`src/inc/pfc_pkg.sv`:
```
// constants shared by the fiber control register bank
package pfc_pkg;

  // register numbers on the management port
  localparam logic [4:0] REG_FIBER_CTRL = 5'h00;
  localparam logic [4:0] REG_RXERR      = 5'h15;
  localparam logic [4:0] REG_PAGE       = 5'h16;
  localparam logic [4:0] REG_GINT       = 5'h17;
  localparam logic [4:0] REG_IRQ_STAT   = 5'h1d;
  localparam logic [4:0] REG_IRQ_CLR    = 5'h1e;
  localparam logic [4:0] REG_IRQ_EN     = 5'h1f;

  // page numbers
  localparam logic [7:0] PAGE_COPPER = 8'h00;
  localparam logic [7:0] PAGE_FIBER  = 8'h01;

  // fiber control field positions
  localparam int unsigned FC_RESET   = 15;
  localparam int unsigned FC_LOOP    = 14;
  localparam int unsigned FC_SPD_LSB = 13;
  localparam int unsigned FC_AN_EN   = 12;
  localparam int unsigned FC_PDOWN   = 11;
  localparam int unsigned FC_ISOLATE = 10;
  localparam int unsigned FC_RESTART = 9;
  localparam int unsigned FC_DUPLEX  = 8;
  localparam int unsigned FC_COLTEST = 7;
  localparam int unsigned FC_SPD_MSB = 6;

  // fiber mode field encodings
  localparam logic [1:0] MODE_100FX = 2'h0;
  localparam logic [1:0] MODE_1000X = 2'h1;
  localparam logic [1:0] MODE_NEG   = 2'h2;
  localparam logic [1:0] MODE_SW    = 2'h3;

  // speed codes
  localparam logic [1:0] SPD_1000 = 2'h2;
  localparam logic [1:0] SPD_100  = 2'h1;

  // values after hardware reset, and the counter ceiling
  localparam logic [7:0]  PAGE_RST   = 8'h00;
  localparam logic [1:0]  SPD_RST    = 2'h2;
  localparam logic        DUPLEX_RST = 1'h1;
  localparam logic [15:0] CNT_RST    = 16'h0000;
  localparam logic [15:0] CNT_MAX    = 16'hffff;

  // interrupt event bits
  localparam int unsigned EV_W       = 4;
  localparam int unsigned EV_RXERR   = 0;
  localparam int unsigned EV_SAT     = 1;
  localparam int unsigned EV_ANRST   = 2;
  localparam int unsigned EV_RSTDONE = 3;

  // cycle counts
  localparam logic [3:0] FRST_CYCLES = 4'h8;
  localparam logic [1:0] STRAP_WAIT  = 2'h2;

endpackage : pfc_pkg

```
`src/inc/pfc_ev_if.sv`:
```
// signals between the register bank and its counter and interrupt helpers
`timescale 1ns/1ps
interface pfc_ev_if;
  import pfc_pkg::*;
  logic            false_carrier;
  logic            symbol_err;
  logic            cnt_clr;
  logic [15:0]     cnt;
  logic            cnt_inc;
  logic            cnt_sat;
  logic [EV_W-1:0] ev;
  logic            irq_clr_wr;
  logic            irq_en_wr;
  logic [EV_W-1:0] irq_wdata;
  logic [EV_W-1:0] irq_status;
  logic [EV_W-1:0] irq_enable;
  logic            irq;

  modport cnt_side (input false_carrier, symbol_err, cnt_clr,
                    output cnt, cnt_inc, cnt_sat);
  modport irq_side (input ev, irq_clr_wr, irq_en_wr, irq_wdata,
                    output irq_status, irq_enable, irq);
  modport top_side (output false_carrier, symbol_err, cnt_clr, ev,
                    irq_clr_wr, irq_en_wr, irq_wdata,
                    input cnt, cnt_inc, cnt_sat, irq_status,
                    irq_enable, irq);
endinterface : pfc_ev_if

```
`src/rtl/pfc_regs.sv`:
```
// fiber control register bank of an ethernet transceiver
// Operation
// [RULE_01] 16-bit receive error counter counts each error, pegs at all ones.
// [RULE_02] false carrier and symbol errors both increment the counter.
// [RULE_03] reading the counter returns its value and clears it.
// [RULE_04] 8-bit page field, any page, zero on hard reset, kept on soft.
// [RULE_05] global interrupt bit 0 shows an active interrupt; other bits zero.
// [RULE_06] fiber reset bit resets fiber logic at once and self-clears.
// [RULE_07] loopback returns transmit data to receive and breaks the link.
// [RULE_08] loopback runs at 1000 Mbps in 1000X mode, 100 in 100FX.
// [RULE_09] speed bits: mode 00 forces 01, mode 01 forces 10.
// [RULE_10] mode 10 shows negotiated speed; mode 11 makes speed writable.
// [RULE_11] changing negotiation enable breaks link and sets the restart bit.
// [RULE_12] negotiation enable has no effect in 100FX mode.
// [RULE_13] negotiation enable loads the strap on hard reset, kept on soft.
// [RULE_14] leaving power down performs soft reset and negotiation restart.
// [RULE_15] restart after hard reset, soft reset, enable change, or bit write.
// [RULE_16] duplex write applies only on reset, restart, enable change, wake.
// [RULE_17] isolate and collision test read zero and ignore writes.
`timescale 1ns/1ps
module pfc_regs
  import pfc_pkg::*;
(
  input  wire logic        clk_i,
  input  wire logic        resetn_i,
  input  wire logic [4:0]  addr_i,
  input  wire logic [15:0] wdata_i,
  input  wire logic        wr_i,
  input  wire logic        rd_i,
  output logic      [15:0] rdata_o,
  input  wire logic        false_carrier_i,
  input  wire logic        symbol_err_i,
  input  wire logic [1:0]  fiber_mode_i,
  input  wire logic        neg_speed_1000_i,
  input  wire logic        strap_autoneg_default_i,
  output logic             fiber_reset_o,
  output logic             loopback_o,
  output logic             loop_rate_1000_o,
  output logic             link_break_o,
  output logic [1:0]       speed_o,
  output logic             autoneg_en_o,
  output logic             an_restart_o,
  output logic             power_down_o,
  output logic             duplex_full_o,
  output logic             irq_o
);

  typedef struct packed {
    logic [1:0]  strap_s;    // strap synchroniser, [1] is the safe copy
    logic [1:0]  init_cnt;
    logic        init_done;
    logic        loop;
    logic [1:0]  spd_w;      // software speed, used in mode 11
    logic        an_en;
    logic        pdown;
    logic        restart;    // restart bit, pending until executed
    logic        duplex_w;   // written duplex, not yet in force
    logic        duplex_act; // duplex in force
    logic [7:0]  page;
    logic [3:0]  rst_cnt;
    logic        rst_busy;
    logic        an_pulse;
    logic        link_break;
    logic [15:0] rdata;
    logic [1:0]  speed;
    logic        loop_1000;
    logic        an_eff;
  } pfc_top_s;

  pfc_top_s q;
  pfc_top_s d;

  pfc_ev_if evb ();

  // strobes decoded from the management port, plus the reset-done strobe and the 100FX flag
  logic fc_wr;
  logic fc_rd;
  logic en_chg;
  logic pd_wake;
  logic sw_rst;
  logic rst_done;
  logic fx_mode;

  assign fx_mode  = (fiber_mode_i == MODE_100FX);
  assign fc_wr    = wr_i && (addr_i == REG_FIBER_CTRL)
                    && (q.page == PAGE_FIBER);
  assign fc_rd    = rd_i && (addr_i == REG_FIBER_CTRL)
                    && (q.page == PAGE_FIBER);
  // an enable toggle is ignored in 100FX mode
  assign en_chg   = fc_wr && (wdata_i[FC_AN_EN] != q.an_en)
                    && !fx_mode;                       // see [RULE_12]
  assign pd_wake  = fc_wr && q.pdown && !wdata_i[FC_PDOWN]; // see [RULE_14]
  assign sw_rst   = fc_wr && (wdata_i[FC_RESET] || pd_wake); // see [RULE_06]
  assign rst_done = q.rst_busy && (q.rst_cnt == 4'h1);

  // hooks to the counter and the interrupt helper
  assign evb.false_carrier = false_carrier_i;
  assign evb.symbol_err    = symbol_err_i;
  assign evb.cnt_clr       = rd_i && (addr_i == REG_RXERR)
                             && (q.page == PAGE_COPPER); // see [RULE_03]
  assign evb.irq_clr_wr    = wr_i && (addr_i == REG_IRQ_CLR);
  assign evb.irq_en_wr     = wr_i && (addr_i == REG_IRQ_EN);
  assign evb.irq_wdata     = wdata_i[EV_W-1:0];

  // interrupt sources; the error strobe stays high while errors keep arriving, the others are one-cycle pulses
  always_comb begin
    evb.ev             = '0;
    evb.ev[EV_RXERR]   = evb.cnt_inc;
    evb.ev[EV_SAT]     = evb.cnt_sat;
    evb.ev[EV_ANRST]   = q.an_pulse;
    evb.ev[EV_RSTDONE] = rst_done;
  end

  pfc_rxerr_cnt u_cnt (
    .clk_i    (clk_i),
    .resetn_i (resetn_i),
    .ev       (evb.cnt_side)
  );

  pfc_irq u_irq (
    .clk_i    (clk_i),
    .resetn_i (resetn_i),
    .ev       (evb.irq_side)
  );

  // next state; later assignments win, so restart sets follow its clear and soft reset follows writes
  always_comb begin
    d            = q;
    d.strap_s    = {q.strap_s[0], strap_autoneg_default_i};
    d.an_pulse   = 1'b0;

    // pending restart runs once no reset is in progress
    if (q.restart && !q.rst_busy) begin
      d.restart    = 1'b0;
      d.an_pulse   = 1'b1;                             // see [RULE_15]
      d.duplex_act = q.duplex_w;                       // see [RULE_16]
    end

    // soft reset counts down, then asks for a restart
    if (q.rst_busy) begin
      d.rst_cnt = q.rst_cnt - 4'h1;
      if (rst_done) begin
        d.rst_busy = 1'b0;                             // see [RULE_06]
        d.restart  = 1'b1;                             // see [RULE_15]
      end
    end

    // page select is reachable from every page
    if (wr_i && (addr_i == REG_PAGE)) begin
      d.page = wdata_i[7:0];                           // see [RULE_04]
    end

    // fiber control writes; isolate and collision test are dropped
    if (fc_wr) begin
      d.loop     = wdata_i[FC_LOOP];
      d.an_en    = wdata_i[FC_AN_EN];
      d.pdown    = wdata_i[FC_PDOWN];
      d.duplex_w = wdata_i[FC_DUPLEX];                 // see [RULE_16]
      if (fiber_mode_i == MODE_SW) begin
        d.spd_w = {wdata_i[FC_SPD_MSB],
                   wdata_i[FC_SPD_LSB]};               // see [RULE_10]
      end
      if (wdata_i[FC_RESTART] || en_chg || pd_wake) begin
        d.restart = 1'b1;                              // see [RULE_11]
      end
    end

    // soft reset clears loopback and power down, keeps the rest
    if (sw_rst) begin
      d.rst_busy = 1'b1;                               // see [RULE_14]
      d.rst_cnt  = FRST_CYCLES;
      d.loop     = 1'b0;
      d.pdown    = 1'b0;
    end

    // strap is only trusted after the synchroniser has filled
    if (!q.init_done) begin
      d.init_cnt = q.init_cnt + 2'h1;
      if (q.init_cnt == STRAP_WAIT) begin
        d.an_en     = q.strap_s[1];                    // see [RULE_13]
        d.init_done = 1'b1;
        d.restart   = 1'b1;                            // see [RULE_15]
      end
    end

    // speed field follows the fiber mode
    case (fiber_mode_i)
      MODE_100FX: d.speed = SPD_100;                   // see [RULE_09]
      MODE_1000X: d.speed = SPD_1000;                  // see [RULE_09]
      MODE_NEG:   d.speed = neg_speed_1000_i ? SPD_1000
                                             : SPD_100; // see [RULE_10]
      MODE_SW:    d.speed = q.spd_w;
      default:    d.speed = SPD_1000;
    endcase

    // loopback rate tracks the mode, else the speed in force
    case (fiber_mode_i)
      MODE_100FX: d.loop_1000 = 1'b0;                  // see [RULE_08]
      MODE_1000X: d.loop_1000 = 1'b1;                  // see [RULE_08]
      default:    d.loop_1000 = (q.speed == SPD_1000);
    endcase

    // link drops in loopback, during reset and across a restart
    d.link_break = q.loop || q.rst_busy || q.restart; // see [RULE_07]
    d.an_eff     = q.an_en && !fx_mode;                // see [RULE_12]

    // read data stand for exactly one cycle after the strobe
    d.rdata = 16'h0000;
    if (rd_i) begin
      case (addr_i)
        REG_FIBER_CTRL: begin
          if (q.page == PAGE_FIBER) begin
            d.rdata = {q.rst_busy, q.loop, q.speed[0], q.an_en,
                       q.pdown, 1'b0, q.restart, q.duplex_w,
                       1'b0, q.speed[1], 6'h00};       // see [RULE_17]
          end
        end
        REG_RXERR: begin
          if (q.page == PAGE_COPPER) begin
            d.rdata = evb.cnt;                         // see [RULE_03]
          end
        end
        REG_PAGE:     d.rdata = {8'h00, q.page};       // see [RULE_04]
        REG_GINT: begin
          if (q.page == PAGE_COPPER) begin
            d.rdata = {15'h0000, evb.irq};             // see [RULE_05]
          end
        end
        REG_IRQ_STAT: d.rdata = {12'h000, evb.irq_status};
        REG_IRQ_EN:   d.rdata = {12'h000, evb.irq_enable};
        default:      d.rdata = 16'h0000;              // unmapped reads zero
      endcase
    end
  end

  // state register; the strap is never sampled under reset
  always_ff @(posedge clk_i or negedge resetn_i) begin
    if (!resetn_i) begin
      q            <= '0;
      q.spd_w      <= SPD_RST;
      q.speed      <= SPD_RST;
      q.duplex_w   <= DUPLEX_RST;
      q.duplex_act <= DUPLEX_RST;
      q.page       <= PAGE_RST;
    end else begin
      q <= d;
    end
  end

  // outputs straight from flip-flops
  assign rdata_o          = q.rdata;
  assign fiber_reset_o    = q.rst_busy;
  assign loopback_o       = q.loop;
  assign loop_rate_1000_o = q.loop_1000;
  assign link_break_o     = q.link_break;
  assign speed_o          = q.speed;
  assign autoneg_en_o     = q.an_eff;
  assign an_restart_o     = q.an_pulse;
  assign power_down_o     = q.pdown;
  assign duplex_full_o    = q.duplex_act;
  assign irq_o            = evb.irq;

  // checks on what the bank drives
  a_page_upper_zero: assert property ( // see [RULE_04]
    @(posedge clk_i) disable iff (!resetn_i)
    (rd_i && addr_i == REG_PAGE) |=> (rdata_o == {8'h00, $past(q.page)}))
    else $error("page read wrong");

  a_gint_reflects_irq: assert property ( // see [RULE_05]
    @(posedge clk_i) disable iff (!resetn_i)
    (rd_i && addr_i == REG_GINT && q.page == PAGE_COPPER)
    |=> (rdata_o == {15'h0000, $past(irq_o)}))
    else $error("global interrupt bit wrong");

  a_reset_selfclear: assert property ( // see [RULE_06]
    @(posedge clk_i) disable iff (!resetn_i)
    (sw_rst && !q.rst_busy) |=> fiber_reset_o [*8] ##1 !fiber_reset_o)
    else $error("fiber reset did not self clear after 8 cycles");

  a_loop_breaks_link: assert property ( // see [RULE_07]
    @(posedge clk_i) disable iff (!resetn_i)
    (loopback_o && $past(loopback_o)) |-> link_break_o)
    else $error("link kept during loopback");

  // mode outputs still hold reset values at the release edge
  a_loop_rate_mode: assert property ( // see [RULE_08]
    @(posedge clk_i) disable iff (!resetn_i)
    ($past(resetn_i) && $past(fiber_mode_i) == MODE_1000X)
    |-> loop_rate_1000_o)
    else $error("loopback rate not 1000 in 1000X mode");

  a_speed_forced_fx: assert property ( // see [RULE_09]
    @(posedge clk_i) disable iff (!resetn_i)
    ($past(resetn_i) && $past(fiber_mode_i) == MODE_100FX)
    |-> (speed_o == SPD_100))
    else $error("speed not forced in 100FX mode");

  a_speed_forced_x: assert property ( // see [RULE_09]
    @(posedge clk_i) disable iff (!resetn_i)
    ($past(fiber_mode_i) == MODE_1000X) |-> (speed_o == SPD_1000))
    else $error("speed not forced in 1000X mode");

  a_speed_follows_neg: assert property ( // see [RULE_10]
    @(posedge clk_i) disable iff (!resetn_i)
    ($past(resetn_i) && $past(fiber_mode_i) == MODE_NEG)
    |-> (speed_o == ($past(neg_speed_1000_i) ? SPD_1000 : SPD_100)))
    else $error("speed not following negotiation");

  a_en_change_restart: assert property ( // see [RULE_11]
    @(posedge clk_i) disable iff (!resetn_i)
    (en_chg && !sw_rst && !q.rst_busy) |=> q.restart ##1 an_restart_o)
    else $error("enable change did not restart negotiation");

  a_fx_en_off: assert property ( // see [RULE_12]
    @(posedge clk_i) disable iff (!resetn_i)
    ($past(fiber_mode_i) == MODE_100FX) |-> !autoneg_en_o)
    else $error("negotiation enabled in 100FX mode");

  a_strap_loads_en: assert property ( // see [RULE_13]
    @(posedge clk_i) disable iff (!resetn_i)
    (!q.init_done && q.init_cnt == STRAP_WAIT)
    |=> (q.an_en == $past(q.strap_s[1])))
    else $error("negotiation enable missed the strap");

  a_wake_soft_reset: assert property ( // see [RULE_14]
    @(posedge clk_i) disable iff (!resetn_i)
    pd_wake |=> (fiber_reset_o && q.restart))
    else $error("wake from power down did not reset");

  a_restart_bit_runs: assert property ( // see [RULE_15]
    @(posedge clk_i) disable iff (!resetn_i)
    (fc_wr && wdata_i[FC_RESTART] && !sw_rst && !q.rst_busy)
    |=> ##1 an_restart_o)
    else $error("restart bit did not restart negotiation");

  a_duplex_only_restart: assert property ( // see [RULE_16]
    @(posedge clk_i) disable iff (!resetn_i)
    $changed(duplex_full_o) |-> an_restart_o)
    else $error("duplex changed outside a restart");

  a_unsupported_zero: assert property ( // see [RULE_17]
    @(posedge clk_i) disable iff (!resetn_i)
    fc_rd |=> (rdata_o[FC_ISOLATE] == 1'b0 && rdata_o[FC_COLTEST] == 1'b0))
    else $error("isolate or collision test read nonzero");

endmodule : pfc_regs

```
`src/rtl/pfc_rxerr_cnt.sv`:
```
// saturating receive error counter, cleared by a read
`timescale 1ns/1ps
module pfc_rxerr_cnt
  import pfc_pkg::*;
(
  input  wire logic clk_i,
  input  wire logic resetn_i,
  pfc_ev_if.cnt_side ev
);

  typedef struct packed {
    logic [15:0] cnt;
    logic        inc;
    logic        sat;
  } pfc_cnt_s;

  pfc_cnt_s q;
  pfc_cnt_s d;

  // both error kinds may land together, so add two
  always_comb begin
    logic [16:0] sum;
    logic [15:0] base;
    sum    = '0;
    base   = ev.cnt_clr ? CNT_RST : q.cnt;         // see [RULE_03]
    sum    = {1'b0, base} + {16'h0000, ev.false_carrier}
           + {16'h0000, ev.symbol_err};            // see [RULE_02]
    d      = q;
    d.cnt  = sum[16] ? CNT_MAX : sum[15:0];        // see [RULE_01]
    d.inc  = ev.false_carrier | ev.symbol_err;
    d.sat  = (d.cnt == CNT_MAX) && (q.cnt != CNT_MAX);
  end

  // state register
  always_ff @(posedge clk_i or negedge resetn_i) begin
    if (!resetn_i) begin
      q <= '{cnt: CNT_RST, inc: 1'b0, sat: 1'b0};
    end else begin
      q <= d;
    end
  end

  assign ev.cnt     = q.cnt;
  assign ev.cnt_inc = q.inc;
  assign ev.cnt_sat = q.sat;

  a_cnt_pegs_max: assert property ( // see [RULE_01]
    @(posedge clk_i) disable iff (!resetn_i)
    (q.cnt == CNT_MAX && !ev.cnt_clr) |=> (q.cnt == CNT_MAX))
    else $error("error counter rolled over");

  a_cnt_counts_one: assert property ( // see [RULE_02]
    @(posedge clk_i) disable iff (!resetn_i)
    (!ev.cnt_clr && q.cnt < 16'hfffe && (ev.false_carrier ^ ev.symbol_err))
    |=> (q.cnt == $past(q.cnt) + 16'h0001))
    else $error("error counter missed an event");

  a_cnt_read_clear: assert property ( // see [RULE_03]
    @(posedge clk_i) disable iff (!resetn_i)
    (ev.cnt_clr && !ev.false_carrier && !ev.symbol_err)
    |=> (q.cnt == CNT_RST))
    else $error("error counter not cleared by read");

endmodule : pfc_rxerr_cnt

```
`src/rtl/pfc_irq.sv`:
```
// sticky interrupt status, enable mask and level interrupt
`timescale 1ns/1ps
module pfc_irq
  import pfc_pkg::*;
(
  input  wire logic clk_i,
  input  wire logic resetn_i,
  pfc_ev_if.irq_side ev
);

  typedef struct packed {
    logic [EV_W-1:0] status;
    logic [EV_W-1:0] enable;
    logic            irq;
  } pfc_irq_s;

  pfc_irq_s q;
  pfc_irq_s d;

  // a new event wins over a clear in the same cycle
  always_comb begin
    logic [EV_W-1:0] clr;
    clr      = ev.irq_clr_wr ? ev.irq_wdata : '0;
    d        = q;
    d.status = (q.status & ~clr) | ev.ev;
    if (ev.irq_en_wr) begin
      d.enable = ev.irq_wdata;
    end
    d.irq    = |(q.status & q.enable);
  end

  // state register
  always_ff @(posedge clk_i or negedge resetn_i) begin
    if (!resetn_i) begin
      q <= '0;
    end else begin
      q <= d;
    end
  end

  assign ev.irq_status = q.status;
  assign ev.irq_enable = q.enable;
  assign ev.irq        = q.irq;

endmodule : pfc_irq

```
`config.mk`:
```
export PLATFORM = sky130hd
export DESIGN_NAME = pfc_regs
export DESIGN_NICKNAME = d
export VERILOG_FILES = /design/src/inc/pfc_pkg.sv /design/src/inc/pfc_ev_if.sv /design/src/rtl/pfc_regs.sv /design/src/rtl/pfc_rxerr_cnt.sv /design/src/rtl/pfc_irq.sv
export SDC_FILE = /design/constraint.sdc
export NUM_CORES = 1
export LEC_CHECK = 0
export BUFFER_PORTS_ARGS = -buffer_cell sky130_fd_sc_hd__buf_2
export CORE_MARGIN = 3
export CORE_UTILIZATION = 50
export CTS_CLUSTER_SIZE = 28
export DETAILED_ROUTE_END_ITERATION = 8
export PLACE_DENSITY = 0.75
export SLEW_MARGIN = 20
export SYNTH_ARGS = -nofsm -noshare
export SYNTH_HDL_FRONTEND = slang
export SYNTH_SLANG_ARGS = --single-unit
export TNS_END_PERCENT = 20
```
`constraint.sdc`:
```
create_clock -name clk_i -period 3.2 [get_ports clk_i]
set_input_delay 0.32 -clock clk_i [delete_from_list [all_inputs] [get_ports clk_i]]
set_output_delay 0.32 -clock clk_i [all_outputs]
set_load 0.02 [all_outputs]
```
Word-level counts from Yosys, hierarchy flattened
Cells that the tools add are included.
{"block": "word_totals", "register_bits": 75, "out_inout_bits": 27, "wordCells": 110}
{"block": "op_classes", "add_sub_neg": 4, "eq_ne": 16, "mux": 29, "bitwise": 5, "n_reduce_logical": 31}
{"operator": "case mux 16 bit (6 select lines)", "n": 1}
{"operator": "2-to-1 mux 16 bit", "n": 5}
{"operator": "equality test 5 bit, second input constant", "n": 6}
{"operator": "adder 16 x 1 -> 17 bit", "n": 1}
{"operator": "adder 17 x 1 -> 17 bit", "n": 1}
{"operator": "equality test 16 bit, second input constant", "n": 1}
{"operator": "logical AND 1 bit", "n": 16}
{"operator": "!= test 16 bit, second input constant", "n": 1}
{"operator": "2-to-1 mux 1 bit", "n": 15}
{"operator": "2-to-1 mux 5 bit", "n": 2}
{"operator": "AND 4 bit", "n": 2}
{"operator": "equality test 2 bit, second input constant", "n": 4}
{"operator": "equality test 8 x 1 -> 1 bit, second input constant", "n": 1}
{"operator": "zero test 8 bit", "n": 1}
{"operator": "case mux 2 bit (4 select lines)", "n": 1}
{"operator": "2-to-1 mux 7 bit", "n": 1}
{"operator": "zero test 5 bit", "n": 1}
{"operator": "logical OR 1 bit", "n": 5}
{"operator": "equality test 4 x 1 -> 1 bit, second input constant", "n": 1}
{"operator": "2-to-1 mux 2 bit", "n": 2}
{"operator": "2-to-1 mux 4 bit", "n": 1}
{"operator": "NOT 4 bit", "n": 1}
{"operator": "bitwise OR 4 bit", "n": 1}
{"operator": "nonzero test 2 bit", "n": 2}
{"operator": "10 further kinds", "n": 12}

Depth between registers and ports, before layout
{"block": "depth", "depth_word": 11, "ltp_mapped": 14, "depth_no_buf": 12}

Modules after synthesis
From an unflattened synthesis, not the netlist that was laid out.
{"block": "unflattened", "cells_unflattened": 364, "area_unflattened_um2": 3844.9}
{"mod": "pfc_regs", "instances": 1, "cells_per_inst": 200, "area_per_inst_um2": 2301.0}
{"mod": "pfc_rxerr_cnt", "instances": 1, "cells_per_inst": 140, "area_per_inst_um2": 1209.9}
{"mod": "pfc_irq", "instances": 1, "cells_per_inst": 24, "area_per_inst_um2": 334.1}

Worst setup path before layout
No wires, ideal clock.
{"block": "synth_timing", "kind": "register to register", "start": "register q[31] (netlist bit)", "end": "register u_cnt.q (netlist bit u_cnt.ev.cnt_sat)", "setup_ns": 0.111, "arrival_time_ns": 3.368, "t_required_ns": 3.089, "slack_ns": -0.279, "path_stages_with_launch": 15, "n_path_buf": 2, "synth_period_minus_slack_ns": 3.479, "path_cell_list": "dfrtp_1 -> or4_1 -> and4b_1 -> and3b_1 -> buf_2 -> nand2b_1 -> fa_1 -> inv_1 -> ha_1 -> and2_2 -> clkbuf_1 -> o2111ai_1 -> nand3_1 -> a2111o_1 -> a2111oi_2"}
{"item": "start, declared", "line": "pfc_regs.sv:70", "source": "pfc_top_s q;"}
{"item": "end signal, assigned", "line": "pfc_rxerr_cnt.sv:37", "source": "q <= '{cnt: CNT_RST, inc: 1'b0, sat: 1'b0};"}
{"item": "end, declared", "line": "pfc_rxerr_cnt.sv:17", "source": "pfc_cnt_s q;"}

==> reports/metrics.cfg <==
[cts]
insertion_delay_ps = 350
h-tree-depth = 3
cts_hold_buf = 0
path_clk_slew_ps = 70
root_buffer = clkbuf_8
cts_max_path_buffers = 2
cts_sinks = 75
cts_made_buffers = 9
cts_tree = done

[synth]
yosys_warnings = 0
synthFlopType = dfrtp_1
synth_adder_area_share_pct = 1.896
netlist_instances = 346
synthSimpleGateAreaFrac_pct = 17.03
synth_top_family_by_area = simple AND/OR/NAND/NOR gates
synthArstFlopShare_pct = 100.0
synth_area_leaders = dfrtp_1, mux2_2, buf_4, nor2_1, dfstp_2
synthMuxAreaShare_pct = 5.721
synth_compound_area_share_pct = 13.17
synth_top_area_cell = dfrtp_1
avgSynthCellArea_um2 = 10.68
yosysSeqAreaShare_pct = 50.91
synth_fp_nets = 382
ys_seq_elements = 75
yosysUniqueCellTypes = 59
synth_top_cell_area_share_pct = 48.07
synth_edf_count = 0
netlist_area_um2 = 3696
synth_xor_area_share_pct = 3.318

[layout]
drive_above_1_share_pct = 33.42
antenna_cells = 0
fill_cells = 595
syn_to_final_growth_pct = 16.32
nNetsFinal = 432

[global_routing]
grt_max_degree = 76
antenna_found_initial = 0
grt.overflow.total = 0
grt_pass1_wl_mm = 13.59
grt.total_usage_pct = 20.21
first_global_vias = 2786

[drt]
viasPerCell = 5.543
routedWlPerCell_um = 15.82
drtIter0Drc = 177
drc_errors = 0
via_count = 2755
drtAntennaViolNets = 0
drtPass1Iterations = 5
totalWireLength_mm = 7.862

[critical_path]
crit_fanout = 5
slowest_stage = or4_4
critPathLaunchType = flip-flop
crit_chain = or4_4 > and4b_1 > and3b_2 > nand2b_4 > fa_2 > and3b_2 > buf_6 > and3_4 > or2_2 > a21o_1 > a2111oi_2
cp.arrival_ps = 3480
slowest_delay_ps = 540
crit_type = flip-flop to flip-flop
endpoint_kind = flip-flop
cp_data_required_time_ps = 3430
r2r_cells = 11
crit_path_frequent_cell = and3b_2

[placement]
post-dp-hpwl_mm = 5.612
numPortBuffers = 56
place_ws_ps = -135.5
globalplace.congestion = 0.8504

[timing]
setup_viol = 1
fin_skew_ps = 12.23
fin_crit_ps = 3248
worst_slack_ps = -48.28
slew_headroom_pct = 35.60
fmax_ghz = 0.3079
fin_crit_sh_pct = 101.5
max_slew.worst_pin.slew_ps = 959.6
rsz0062_at_grt = yes
hold_violations = 0
drv_slew = 0

[hold_path]
min_path_cells = 1
worstHoldPathType = primary input to flip-flop

[floorplanning]
rows = 30
pin_count = 58
chipWidth_um = 91.98
die_area_um2 = 8459
design.core.area_um2 = 6982
start_util_pct = 52.94
die_y_um = 91.98

[power_and_ir_drop]
ir_worst_vdd_mv = 0.2904
power_w = 0.002758
power_per_cell_area_nw_per_um2 = 641.5
p_leak_nw = 2.033

[run_status]
status = complete, but fails checks
violations = negative setup slack

[flow_run]
drv_cap = 0

[routing by layer]
metal	share of wire, %	vias up	track usage, %
met2	48	89	31.81
met5	0	-	0
met3	6.0	16	4.922
li1	-	1317	-
met4	1.9	0	7.921
met1	44	1333	26.97
[state kept, by name (all words and copies together) (netlist names)]
signal,count
q,21
rdata_o,16
u_cnt.ev.cnt,16
u_irq.ev.irq_enable,4
u_irq.ev.irq_status,4
speed_o,2
an_restart_o,1
autoneg_en_o,1
d,1
duplex_full_o,1
fiber_reset_o,1
link_break_o,1
loop_rate_1000_o,1
loopback_o,1
power_down_o,1
u_cnt.ev.cnt_inc,1
u_cnt.ev.cnt_sat,1
u_irq.ev.irq,1
[worst max-delay path, delay by kind of cell, from the launching register on]
| kind | cells | cell delay (ps) |
|---|---|---|
| and+or+nand+nor | 7 | 1910 |
| AOI/OAI and AO/OA | 2 | 500 |
| DFF | 1 | 390 |
| adders and majority gates | 1 | 210 |
| buffers and inverters | 1 | 130 |
[layout by cell type (no fill, tap or decap), types with 4 or more instances in the layout]
cell and count:
dfrtp_1 71, nand4_1 9, a21oi_1 14, a222oi_1 4
nand3_1 7, dfstp_2 4, and3_1 4, buf_4 20
nor2_1 31, a21o_1 5, buf_2 55, o21ai_0 9
xor2_1 8, mux2_2 17, a22o_1 5, nor2b_1 7
or2_2 4, xnor2_1 5, nor3b_1 4, a22oi_1 12
clkbuf_8 11, nand2_1 23, inv_1 10
[cell families (layout without fill, tap and decap cells)]
logic type / count (synthesis) / after routing
compound gates: 68 / 68
buf+inv: 50 / 105
fa+ha+maj: 5 / 5
xor+xnor: 14 / 14
mux: 19 / 19
simple gates: 115 / 115
flops: 75 / 75
[worst paths after layout]
check / startpoint / end / slack, ps
setup / recovery: q[34]$_DFFE_PN0P_ / u_cnt.ev.cnt_sat$_DFF_PN0_ / -50
setup reg to reg: q[34]$_DFFE_PN0P_ / u_cnt.ev.cnt_sat$_DFF_PN0_ / -50
hold / removal: strap_autoneg_default_i / d[47]$_DFF_PN0_ / 80
max in group asynchronous: resetn_i / u_cnt.ev.cnt[5]$_DFF_PN0_ / 2520
hold reg to reg: d[47]$_DFF_PN0_ / q[47]$_DFF_PN0_ / 350
min in group asynchronous: resetn_i / q[43]$_DFF_PN0_ / 100
[cells in the mapped netlist (4+ instances only)]
cell type  count
buf_4         22
clkbuf_1       8
nand2_1       23
o21ai_0        9
inv_1         11
xnor2_1        6
a22oi_1       12
nand3_1        7
nand4_1        9
mux2_2        17
dfrtp_1       71
a22o_1         5
dfstp_2        4
nor3b_1        4
nor2b_1        7
buf_2          6
a222oi_1       4
and3_1         4
a21oi_1       14
or2_2          4
nor2_1        31
a21o_1         5
xor2_1         8
ha_1           4
[power by group]
| part | switching (W) | internal [W] | total, W |
|---|---|---|---|
| clock | 0.000329 | 0.000482 | 0.000811 |
| combinational | 0.000294 | 0.000350 | 0.000645 |
| sequential | 0.000208 | 0.00109 | 0.00130 |
| total | 0.000832 | 0.00193 | 0.00276 |
[stage by stage]
step / instance area (um2) / TNS [ps] / util [%] / hold WS, ps / std cells
after global routing: 4299 / -222.2 / 61.58 / 58.96 / 497
after detailed placement: 4004 / -135.5 / 57.35 / 335.5 / 476
after floorplan: 3742 / -82.89 / - / 24.41 / 346
after global placement: 4004 / -49.59 / 57.35 / 335.5 / 476
final: 4299 / -48.28 / 61.58 / 78.70 / 497
after CTS: 4299 / -28.01 / 61.58 / 57.45 / 497
[what timing repair did]
| action | in CTS | in global routing |
|---|---|---|
| setup buffers | 5 | 0 |
| endpoints found under the setup margin | 1 | 1 |
| pin swaps | 11 | 0 |
| resized for setup | 8 | 0 |
[area by class of cell]
type                    instances  area (um2)  area share [%]
repair buffers                 78       459.2           10.68
well taps                      96       120.1           2.794
flip-flops and latches         75        1882           43.77
inverters                      11       41.29          0.9604
multi-input cells             221        1568           36.47
clock inverters                 4       73.82           1.717
clock buffers                  12       155.1           3.609
Power figures use the tool's default switching activity.
